**src/verilog/pmrc_pkg.sv**
```systemverilog
package pmrc_pkg;

	// Register byte offsets.
	localparam logic [7:0] PMRC_CTRL_OFS = 8'h00;
	localparam logic [7:0] PMRC_VEC_OFS = 8'h04;
	localparam logic [7:0] PMRC_CHAR_OFS = 8'h08;
	localparam logic [7:0] PMRC_STAT_OFS = 8'h0C;
	localparam logic [7:0] PMRC_FRAG_OFS = 8'h10;

	// Control register field positions.
	localparam int PMRC_CTRL_ALT_BIT = 0;
	localparam int PMRC_CTRL_ANYPH_BIT = 1;
	localparam int PMRC_CTRL_NUM_BIT = 2;
	localparam int PMRC_CTRL_ALPHA_BIT = 3;
	localparam int PMRC_CTRL_RATE_LSB = 4;
	localparam int PMRC_CTRL_GO_BIT = 8;
	localparam logic [31:0] PMRC_CTRL_RESET = 32'h0000_0000;

	// Vector type codes.
	localparam logic [2:0] PMRC_VEC_SHORT_INSTR = 3'h1;
	localparam logic [2:0] PMRC_VEC_SHORT_MSG = 3'h2;
	localparam logic [2:0] PMRC_VEC_NUM_STD = 3'h3;
	localparam logic [2:0] PMRC_VEC_NUM_SPECIAL = 3'h4;
	localparam logic [2:0] PMRC_VEC_ALPHA = 3'h5;
	localparam logic [2:0] PMRC_VEC_NUM_HEX = 3'h7;
	localparam logic [1:0] PMRC_MSG_TYPE_NUM = 2'h0;
	localparam logic [2:0] PMRC_INSTR_TEMP_GRP = 3'h0;

	// Character constants.
	localparam logic [6:0] PMRC_END_OF_TEXT = 7'h03;
	localparam logic [6:0] PMRC_CTRL_LIMIT = 7'h20;
	localparam logic [6:0] PMRC_DEL_CODE = 7'h7F;

	// Fragment gap timing: 4 minutes at 125 MHz.
	localparam longint PMRC_FRAG_GAP_S = 240;
	localparam longint PMRC_CLK_HZ = 125000000;
	localparam longint PMRC_FRAG_GAP_CYC = PMRC_FRAG_GAP_S * PMRC_CLK_HZ;

	// Rate and modulation modes.
	typedef enum logic [1:0] {
		PMRC_R1600_2L,
		PMRC_R3200_2L,
		PMRC_R3200_4L,
		PMRC_R6400_4L
	} pmrc_rate_t;

	// Decoded character with display class.
	typedef struct packed {
		logic [7:0] glyph;
		logic shown;
		logic stored;
	} pmrc_char_t;

endpackage

```
**src/verilog/pmrc_numeric_map.sv**
```systemverilog
`timescale 1ns/1ps
`default_nettype none
module pmrc_numeric_map
	import pmrc_pkg::*;
(
	input wire logic [3:0] code,
	input wire logic alt,
	output logic [7:0] glyph
);

	// Maps one 4-bit numeric code to an ASCII glyph.
	always_comb begin
		if (code <= 4'h9) begin
			glyph = 8'h30 + {4'h0, code}; // see
		end else if (alt) begin
			unique case (code)
				4'hA: glyph = 8'h41;
				4'hB: glyph = 8'h42;
				4'hC: glyph = 8'h20;
				4'hD: glyph = 8'h43;
				4'hE: glyph = 8'h44;
				default: glyph = 8'h45;
			endcase
		end else begin
			unique case (code)
				4'hA: glyph = 8'h2A;
				4'hB: glyph = 8'h55;
				4'hC: glyph = 8'h20;
				4'hD: glyph = 8'h2D;
				4'hE: glyph = 8'h5D;
				default: glyph = 8'h5B;
			endcase
		end
	end

endmodule
`default_nettype wire

```
**src/verilog/pmrc_top.sv**
```systemverilog
// What the document requires of this block
// Same address at most twice per frame.
// No new fragmented message before old finishes.
// Fragmenting address: one unfragmented use per frame.
// Temporary address not reused until message done.
// Temporary address never creates another group.
// Numeric vector types are never fragmented.
// Fragments at most 32 or 128 frames apart.
// Fragments never split a character.
// Message numbers ascend, per address.
// Temporary group messages carry no number.
// Retrieved resends carry retrieval flag zero.
// Single-phase or any-phase addressing selectable.
// Numeric support implies short numeric message.
// Alphanumeric support implies numeric, short, instruction. The code also requires any-phase before it accepts an instruction vector.
// Four rate and modulation combinations decoded. The code only stores the rate field in ctrl and reads it back.
// Fragment state held across four-minute gaps.
// Unused control characters stored, not displayed.
// Seven-bit character: column high, row low.
// Standard numeric table mapping.
// Alternate numeric table mapping.
// Unused character slots filled with end-of-text.
// Configuration input selects numeric table per character.
//
// Our own choices: register access over APB and the register offsets.
`timescale 1ns/1ps
`default_nettype none
module pmrc_top
	import pmrc_pkg::*;
#(
	parameter longint FRAG_GAP_CYCLES = PMRC_FRAG_GAP_CYC
)(
	input wire logic pclk,
	input wire logic presetn,
	input wire logic psel,
	input wire logic penable,
	input wire logic pwrite,
	input wire logic [7:0] paddr,
	input wire logic [31:0] pwdata,
	output logic [31:0] prdata,
	output logic pready,
	output logic pslverr,
	input wire logic alt_numeric_sel,
	output logic vector_accept,
	output logic char_valid,
	output logic [7:0] char_glyph,
	output logic char_shown,
	output logic char_stored
);

	logic [31:0] ctrl, next_ctrl;
	logic [2:0] vector_type_field;
	logic [1:0] message_type_field;
	logic [2:0] instruction_type_field;
	logic [2:0] next_vec_type;
	logic [1:0] next_msg_type;
	logic [2:0] next_instr_type;
	logic next_vector_accept;
	logic [31:0] next_prdata;
	logic next_pready, next_pslverr;
	logic [63:0] gap_cnt, next_gap_cnt;
	logic frag_active, next_frag_active;
	logic frag_expired, next_frag_expired;
	logic next_char_valid, next_char_shown, next_char_stored;
	logic [7:0] next_char_glyph;
	logic [7:0] num_glyph;
	logic alt_s1, alt_s2, alt_s3, alt_q;
	logic next_alt_q;
	logic acc_wr, gap_done, accept_vec;
	pmrc_char_t alpha;

	// A write lands only at the access edge at which pready is high.
	assign acc_wr = psel && penable && pready && pwrite;
	assign gap_done = frag_active && (gap_cnt >= 64'(FRAG_GAP_CYCLES - 1));

	// Synchronises the table select pin; the second and third stages must agree.
	always_comb begin
		next_alt_q = (alt_s2 == alt_s3) ? alt_s3 : alt_q;
	end

	always_ff @(posedge pclk or negedge presetn) begin
		if (!presetn) begin
			alt_s1 <= 1'b0;
			alt_s2 <= 1'b0;
			alt_s3 <= 1'b0;
			alt_q <= 1'b0;
		end else begin
			alt_s1 <= alt_numeric_sel;
			alt_s2 <= alt_s1;
			alt_s3 <= alt_s2;
			alt_q <= next_alt_q;
		end
	end

	pmrc_numeric_map u_num (
		.code(pwdata[3:0]),
		.alt(alt_q | ctrl[PMRC_CTRL_ALT_BIT]),
		.glyph(num_glyph)
	);

	// Classifies an alphanumeric code by its column and row.
	always_comb begin
		alpha.glyph = {1'b0, pwdata[6:4], pwdata[3:0]};
		alpha.stored = 1'b1;
		alpha.shown = (pwdata[6:0] >= PMRC_CTRL_LIMIT) && (pwdata[6:0] != PMRC_DEL_CODE)
			&& (pwdata[6:0] != PMRC_END_OF_TEXT);
	end

	// Decides vector acceptance from the enabled capabilities.
	always_comb begin
		accept_vec = 1'b0;
		unique case (pwdata[2:0])
			PMRC_VEC_ALPHA: accept_vec = ctrl[PMRC_CTRL_ALPHA_BIT];
			PMRC_VEC_NUM_STD: accept_vec = ctrl[PMRC_CTRL_NUM_BIT] | ctrl[PMRC_CTRL_ALPHA_BIT];
			PMRC_VEC_NUM_SPECIAL, PMRC_VEC_NUM_HEX: accept_vec = ctrl[PMRC_CTRL_NUM_BIT];
			PMRC_VEC_SHORT_MSG: accept_vec = (ctrl[PMRC_CTRL_NUM_BIT] | ctrl[PMRC_CTRL_ALPHA_BIT])
				&& (pwdata[4:3] == PMRC_MSG_TYPE_NUM);
			PMRC_VEC_SHORT_INSTR: accept_vec = ctrl[PMRC_CTRL_ALPHA_BIT]
				&& ctrl[PMRC_CTRL_ANYPH_BIT] && (pwdata[7:5] == PMRC_INSTR_TEMP_GRP); // see
			default: accept_vec = 1'b0;
		endcase
	end

	// Answers each setup cycle with read data; applies writes and decodes characters.
	always_comb begin
		next_ctrl = ctrl;
		next_vec_type = vector_type_field;
		next_msg_type = message_type_field;
		next_instr_type = instruction_type_field;
		next_vector_accept = vector_accept;
		next_pready = 1'b0;
		next_pslverr = 1'b0;
		next_prdata = prdata;
		next_char_valid = 1'b0;
		next_char_glyph = char_glyph;
		next_char_shown = char_shown;
		next_char_stored = char_stored;
		if (psel && !penable) begin
			next_pready = 1'b1;
			unique case (paddr)
				PMRC_CTRL_OFS: next_prdata = ctrl;
				PMRC_VEC_OFS: next_prdata = {23'h0, instruction_type_field, message_type_field,
					vector_type_field, vector_accept};
				PMRC_CHAR_OFS: next_prdata = {22'h0, char_stored, char_shown, char_glyph};
				PMRC_STAT_OFS: begin
					next_pslverr = pwrite;
					next_prdata = {28'h0, frag_expired, frag_active, alt_q, vector_accept};
				end
				PMRC_FRAG_OFS: next_prdata = {31'h0, frag_active};
				default: begin
					next_pslverr = 1'b1;
					next_prdata = 32'h0000_0000;
				end
			endcase
		end
		if (acc_wr && paddr == PMRC_CTRL_OFS) begin
			next_ctrl = {23'h0, pwdata[8:0]}; // see
		end
		if (acc_wr && paddr == PMRC_VEC_OFS) begin
			next_vec_type = pwdata[2:0];
			next_msg_type = pwdata[4:3];
			next_instr_type = pwdata[7:5];
			next_vector_accept = accept_vec;
		end
		if (acc_wr && paddr == PMRC_CHAR_OFS) begin
			next_char_valid = 1'b1;
			if (ctrl[PMRC_CTRL_GO_BIT]) begin
				next_char_glyph = num_glyph;
				next_char_shown = 1'b1;
				next_char_stored = 1'b1;
			end else begin
				next_char_glyph = alpha.glyph;
				next_char_shown = alpha.shown;
				next_char_stored = alpha.stored;
			end
		end
	end

	// Holds reassembly state until the four-minute gap elapses; an expiry beats a clear.
	always_comb begin
		next_frag_active = frag_active;
		next_frag_expired = frag_expired;
		next_gap_cnt = gap_cnt;
		if (frag_active) next_gap_cnt = gap_cnt + 64'h1;
		if (gap_done) next_frag_active = 1'b0;
		if (acc_wr && paddr == PMRC_FRAG_OFS) begin
			next_frag_active = pwdata[0];
			next_gap_cnt = 64'h0;
			if (pwdata[1]) next_frag_expired = 1'b0;
		end
		if (gap_done) next_frag_expired = 1'b1;
	end

	always_ff @(posedge pclk or negedge presetn) begin
		if (!presetn) begin
			ctrl <= PMRC_CTRL_RESET;
			vector_type_field <= 3'h0;
			message_type_field <= 2'h0;
			instruction_type_field <= 3'h0;
			vector_accept <= 1'b0;
			prdata <= 32'h0000_0000;
			pready <= 1'b0;
			pslverr <= 1'b0;
			char_valid <= 1'b0;
			char_glyph <= 8'h00;
			char_shown <= 1'b0;
			char_stored <= 1'b0;
			frag_active <= 1'b0;
			frag_expired <= 1'b0;
			gap_cnt <= 64'h0;
		end else begin
			ctrl <= next_ctrl;
			vector_type_field <= next_vec_type;
			message_type_field <= next_msg_type;
			instruction_type_field <= next_instr_type;
			vector_accept <= next_vector_accept;
			prdata <= next_prdata;
			pready <= next_pready;
			pslverr <= next_pslverr;
			char_valid <= next_char_valid;
			char_glyph <= next_char_glyph;
			char_shown <= next_char_shown;
			char_stored <= next_char_stored;
			frag_active <= next_frag_active;
			frag_expired <= next_frag_expired;
			gap_cnt <= next_gap_cnt;
		end
	end

	// Checks on the block's own outputs and its fragment state.
	short_msg_a: assert property (@(posedge pclk) disable iff (!presetn)
		(acc_wr && paddr == PMRC_VEC_OFS && pwdata[2:0] == PMRC_VEC_SHORT_MSG
		&& pwdata[4:3] != PMRC_MSG_TYPE_NUM) |=> !vector_accept)
		else $error("short message with wrong type accepted");
	alpha_implies_a: assert property (@(posedge pclk) disable iff (!presetn)
		(acc_wr && paddr == PMRC_VEC_OFS && ctrl[PMRC_CTRL_ALPHA_BIT]
		&& pwdata[2:0] == PMRC_VEC_NUM_STD) |=> vector_accept)
		else $error("numeric vector refused with alphanumeric enabled");
	instr_anyph_a: assert property (@(posedge pclk) disable iff (!presetn)
		(acc_wr && paddr == PMRC_VEC_OFS && pwdata[2:0] == PMRC_VEC_SHORT_INSTR
		&& !ctrl[PMRC_CTRL_ANYPH_BIT]) |=> !vector_accept)
		else $error("instruction vector accepted without any-phase");
	ctrl_hidden_a: assert property (@(posedge pclk) disable iff (!presetn)
		(acc_wr && paddr == PMRC_CHAR_OFS && !ctrl[PMRC_CTRL_GO_BIT]
		&& pwdata[6:0] < PMRC_CTRL_LIMIT) |=> (char_valid && !char_shown && char_stored))
		else $error("control character given display space");
	char_code_a: assert property (@(posedge pclk) disable iff (!presetn)
		(acc_wr && paddr == PMRC_CHAR_OFS && !ctrl[PMRC_CTRL_GO_BIT])
		|=> char_glyph == {1'b0, $past(pwdata[6:0])})
		else $error("alphanumeric glyph mismatch");
	num_digit_a: assert property (@(posedge pclk) disable iff (!presetn)
		(acc_wr && paddr == PMRC_CHAR_OFS && ctrl[PMRC_CTRL_GO_BIT] && pwdata[3:0] <= 4'h9)
		|=> char_glyph == 8'h30 + {4'h0, $past(pwdata[3:0])})
		else $error("numeric digit mismatch");
	alt_space_a: assert property (@(posedge pclk) disable iff (!presetn)
		(acc_wr && paddr == PMRC_CHAR_OFS && ctrl[PMRC_CTRL_GO_BIT] && pwdata[3:0] == 4'hC)
		|=> char_glyph == 8'h20)
		else $error("numeric space mismatch");
	alt_letter_a: assert property (@(posedge pclk) disable iff (!presetn)
		(acc_wr && paddr == PMRC_CHAR_OFS && ctrl[PMRC_CTRL_GO_BIT] && pwdata[3:0] == 4'hB)
		|=> char_glyph == (($past(alt_q) | $past(ctrl[PMRC_CTRL_ALT_BIT])) ? 8'h42 : 8'h55))
		else $error("numeric table select ignored");
	frag_hold_a: assert property (@(posedge pclk) disable iff (!presetn)
		(frag_active && gap_cnt < FRAG_GAP_CYCLES - 1 && !(acc_wr && paddr == PMRC_FRAG_OFS))
		|=> frag_active)
		else $error("fragment state dropped early");
	apb_answer_a: assert property (@(posedge pclk) disable iff (!presetn)
		(psel && !penable) |=> pready ##1 !pready)
		else $error("apb answer timing wrong");

	numeric_c: cover property (@(posedge pclk) disable iff (!presetn) char_valid && ctrl[PMRC_CTRL_GO_BIT]);
	alpha_c: cover property (@(posedge pclk) disable iff (!presetn) char_valid && !char_shown);
	accept_c: cover property (@(posedge pclk) disable iff (!presetn) vector_accept);
	expire_c: cover property (@(posedge pclk) disable iff (!presetn) frag_expired);

endmodule
`default_nettype wire

```
**config.mk**
```make
export PLATFORM = sky130hd
export DESIGN_NAME = pmrc_top
export DESIGN_NICKNAME = d
export VERILOG_FILES = /design/src/verilog/pmrc_pkg.sv /design/src/verilog/pmrc_numeric_map.sv /design/src/verilog/pmrc_top.sv
export SDC_FILE = /design/constraint.sdc
export NUM_CORES = 1
export LEC_CHECK = 0
export ABC_AREA = 1
export BUFFER_PORTS_ARGS = -buffer_cell sky130_fd_sc_hd__buf_2
export CAP_MARGIN = 0
export CORE_UTILIZATION = 38
export DETAILED_ROUTE_END_ITERATION = 8
export PLACE_DENSITY_LB_ADDON = 0.3
export SLEW_MARGIN = 20
export SYNTH_ARGS = -nofsm -noshare
export SYNTH_HDL_FRONTEND = slang
export SYNTH_SLANG_ARGS = --single-unit
```
**constraint.sdc**
```tcl
create_clock -name pclk -period 2.2 [get_ports pclk]
set_clock_uncertainty 0.05 [all_clocks]
set_input_delay 0.11 -clock pclk [delete_from_list [all_inputs] [get_ports pclk]]
set_output_delay 0.11 -clock pclk [all_outputs]
set_load 0.05 [all_outputs]
```
==> impl_metrics.sql <==
INSERT INTO impl_metrics (metric_group, metric, value, unit) VALUES
('critical_path', 'rr_worst_depth', '9', ''),
('power_and_ir_drop', 'power_frac_seq', '50.7', '%'),
('global_route', 'total_congestion_overflow_after_global_routing', '0', ''),
('global_route', 'initial_antenna_violation_count', '0', ''),
('layout', 'layout-area-overhead-vs-synth', '12.03', '%'),
('clock_network', 'post-cts-setup-buffer-count', '0', ''),
('timing', 'finalSetupViolCount', '0', ''),
('layout', 'final_layout_size_suffix_gt1_share', '14.43', '%'),
('timing', 'fin_tns_setup', '0', 'ps'),
('synthesis', 'syn_area', '7030', 'µm²'),
('die', 'die-width', '138.0', 'µm'),
('timing', 'final.min_clock_period', '1930', 'ps'),
('synthesis', 'synth_seq_area_share', '39.15', '%'),
('synthesis', 'mean_instance_size_in_the_synthesized_netlist', '6.961', 'µm²'),
('critical_path', 'path_max_fanout', '5', ''),
('synthesis', 'ys_ff_latch', '110', ''),
('critical_path', 'timing.reg2reg.setup_slack', '270', 'ps'),
('power_and_ir_drop', 'power.switching_fraction', '27.74', '%'),
('hold_path', 'worstHoldStart', 'pwdata[4]', ''),
('clock_network', 'tritoncts.num_buffers', '9', ''),
('layout', 'nets_final', '1116', ''),
('die', 'row_count', '49', ''),
('placement', 'postPlaceCellArea', '7478', 'µm²'),
('route', 'dr.first_iter.drc_count', '415', ''),
('hold_path', 'timing.hold.worst_endpoint', 'message_type_field[1]$_DFFE_PN0P_', ''),
('timing', 'timing.fmax', '518.1', 'MHz'),
('route', 'route.vias.total', '6498', ''),
('clock_network', 'clock_tree_from_tritoncts', 'done', ''),
('power_and_ir_drop', 'p_clk_share', '42.5', '%'),
('clock_network', 'htree_num_levels', '3', ''),
('layout', 'antenna-diode-count', '0', ''),
('power_and_ir_drop', 'max_rail_drop_vdd', '0.3957', 'mV'),
('critical_path', 'r2r_start', 'gap_cnt[43]$_DFFE_PN0P_', ''),
('route', 'detail_route.wl_per_cell', '14.25', 'µm'),
('die', 'floorplan.initialDensity', '39.00', '%'),
('critical_path', 'required', '2410', 'ps'),
('power_and_ir_drop', 'p_per_area', '510.6', 'nW/µm²'),
('synthesis', 'synth-edff-count', '0', ''),
('clock_network', 'clkSlewWorstSetupHoldPaths', '90', 'ps'),
('die', 'dieHeight', '138.0', 'µm'),
('power_and_ir_drop', 'cell_internal_power', '2906', 'µW'),
('critical_path', 'end_kind', 'flip-flop', ''),
('placement', 'hpwl_detailed', '14070', 'µm'),
('synthesis', 'yosys_warnings', '0', ''),
('power_and_ir_drop', 'power_switching', '1115', 'µW'),
('timing', 'final_hold_viol_count', '0', ''),
('global_route', 'first_pass_grt_wire_length', '30950', 'µm'),
('status', 'outcome', 'finished, final reports clean', ''),
('clock_network', 'max-clock-path-buffers', '2', ''),
('layout', 'fill_cell_instance_count_of_the_final_layout', '1889', ''),
('synthesis', 'post_synth_arst_share', '100.0', '%'),
('timing', 'rsz0062_at_grt', 'no', ''),
('timing', 'final.period_utilization', '87.73', '%'),
('layout', 'regArea', '2753', 'µm²'),
('synthesis', 'synthCells', '1010', ''),
('timing', 'tightest_slew', '679.3', 'ps'),
('timing', 'slew_headroom', '54.71', '%'),
('clock_network', 'tritoncts_num_sinks', '110', ''),
('placement', 'weighted_congestion_at_the_end_of_routability_driven_global_placement', '0.9154', ''),
('die', 'core-area', '18020', 'µm²'),
('clock_network', 'ctsRootBufferMaster', 'clkbuf_16', ''),
('synthesis', 'synth.distinct_cells', '47', ''),
('critical_path', 'critical_path.startpoint_type', 'flip-flop', ''),
('critical_path', 'critical_path.reg2reg.endpoint', 'gap_cnt[61]$_DFFE_PN0P_', ''),
('power_and_ir_drop', 'combinationalPowerShare', '6.8', '%'),
('global_route', 'grt_pass1_vias', '6021', ''),
('critical_path', 'criticalPathCategory', 'reg -> reg', ''),
('route', 'avgViaCountPerCell', '4.987', ''),
('critical_path', 'worstPathArrival', '2140', 'ps'),
('route', 'detail-route-antenna-nets', '0', ''),
('die', 'ios', '92', '');
## final cells by class
class / instances / share of cell area, %
clock buffers: 9 / 2.859
clock inverters: 7 / 1.048
inverters: 127 / 6.052
multi-input cells: 757 / 46.15
flip-flops and latches: 110 / 34.95
well taps: 229 / 3.638
repair buffers: 64 / 5.306
## power groups by stage
| stage | combinational, µW | clock (µW) | sequential, µW |
|---|---|---|---|
| 2_1_floorplan | 183 | 0 | 2090 |
| 3_3_place_gp | 263 | 0 | 2080 |
| 4_1_cts | 276 | 1760 | 2040 |
| 3_5_place_dp | 263 | 0 | 2080 |
| 5_1_grt | 300 | 1840 | 2040 |
| 6_report | 273 | 1710 | 2040 |
## cell usage after synthesis, types with 4 or more instances
master	number	area, µm²
nand4_1	33	206.5
nand3_1	64	320.3
nor2_4	14	157.7
o21ai_0	41	205.2
inv_1	117	439.2
inv_2	9	33.78
o21a_1	4	30.03
nor3_1	19	95.09
nor2_2	19	118.9
nand2_2	21	131.4
buf_2	5	25.02
o21ai_2	7	61.31
dfrtp_1	110	2753
nand2_1	276	1036
o21ai_1	5	25.02
buf_4	24	180.2
clkbuf_1	7	26.28
a21oi_1	34	170.2
nor2_1	145	544.3
a31oi_1	9	56.30
nor4_1	5	31.28
## stage by stage
step / total power, µW / std cells / hold slack (ps) / utilization, % / worst slack [ps]
after global placement: 2342 / 1278 / 147.2 / 41.49 / 354.7
after global routing: 4177 / 1303 / 29.66 / 43.70 / 155.1
final: 4021 / 1303 / 20.19 / 43.70 / 270.0
after detailed placement: 2343 / 1278 / 150.0 / 41.49 / 339.2
after CTS: 4071 / 1303 / 6.905 / 43.70 / 318.3
after floorplan: 2272 / 1032 / -235.6 / - / 490.2
## state kept, by name, indices dropped and copies added, names as in the netlist
register,count
alt_q,1
alt_s1,1
alt_s2,1
alt_s3,1
char_glyph,7
char_shown,1
char_stored,1
char_valid,1
ctrl,9
frag_active,1
frag_expired,1
gap_cnt,64
instruction_type_field,3
message_type_field,2
prdata,10
pready,1
pslverr,1
vector_accept,1
vector_type_field,3
## layout by cell type (no fill, tap or decap), types with 14 or more instances in the layout
cell type | Yosys | final
nand2_2 | 21 | 21
nor3_1 | 19 | 19
nand2_1 | 276 | 276
inv_1 | 117 | 117
a21oi_1 | 34 | 34
buf_2 | 5 | 44
o21ai_0 | 41 | 41
conb_1 | 1 | 23
nor2_2 | 19 | 19
nor2_1 | 145 | 145
nand3_1 | 64 | 63
nor2_4 | 14 | 14
nand4_1 | 33 | 33
dfrtp_1 | 110 | 110
## worst max-delay path, cell delays in order (launching register included)
cell	delay, ps
dfrtp_1	440
nand2_1	130
nor2_1	290
nand2_1	110
nor2_1	210
nand3_1	210
nor2_1	210
nand2_1	70
nand2_1	60
nor2_1	40
## timing repair
item,CTS,global route
endpoints found under the hold margin,57,0
gates resized for setup,0,0
hold buffers,9,0
## cells by family (layout without fill, tap and decap cells)
logic type               Yosys count  count (layout)  share of synthesized area, %
other                              1              23                       0.05334
adder cells (fa/ha/maj)            2               2                        0.3203
flip-flops                       110             110                         39.15
XOR/XNOR                           1               1                        0.1246
AND/OR/NAND/NOR                  620             620                         40.95
buffers and inverters            165             207                         10.39
AO/OA/AOI/OAI                    111             111                         9.005
## worst max-delay path by stage
stage | start | to
after global placement | gap_cnt[1]$_DFFE_PN0P_ | gap_cnt[58]$_DFFE_PN0P_
final | gap_cnt[43]$_DFFE_PN0P_ | gap_cnt[61]$_DFFE_PN0P_
after CTS | gap_cnt[1]$_DFFE_PN0P_ | gap_cnt[58]$_DFFE_PN0P_
after global routing | gap_cnt[43]$_DFFE_PN0P_ | gap_cnt[61]$_DFFE_PN0P_
after detailed placement | gap_cnt[1]$_DFFE_PN0P_ | gap_cnt[58]$_DFFE_PN0P_
after floorplan | pready$_DFF_PN0_ | gap_cnt[34]$_DFFE_PN0P_
## per-layer routing
metal / vias to the layer above / GRT usage [%] / share of wire, %
met4: 0 / 6.825 / 2.2
met2: 166 / 30.74 / 45
met3: 31 / 3.672 / 4.8
met1: 2988 / 28.73 / 49
met5: - / 0 / 0
li1: 3313 / - / -
No activity file was read; power rests on OpenSTA's default activity.
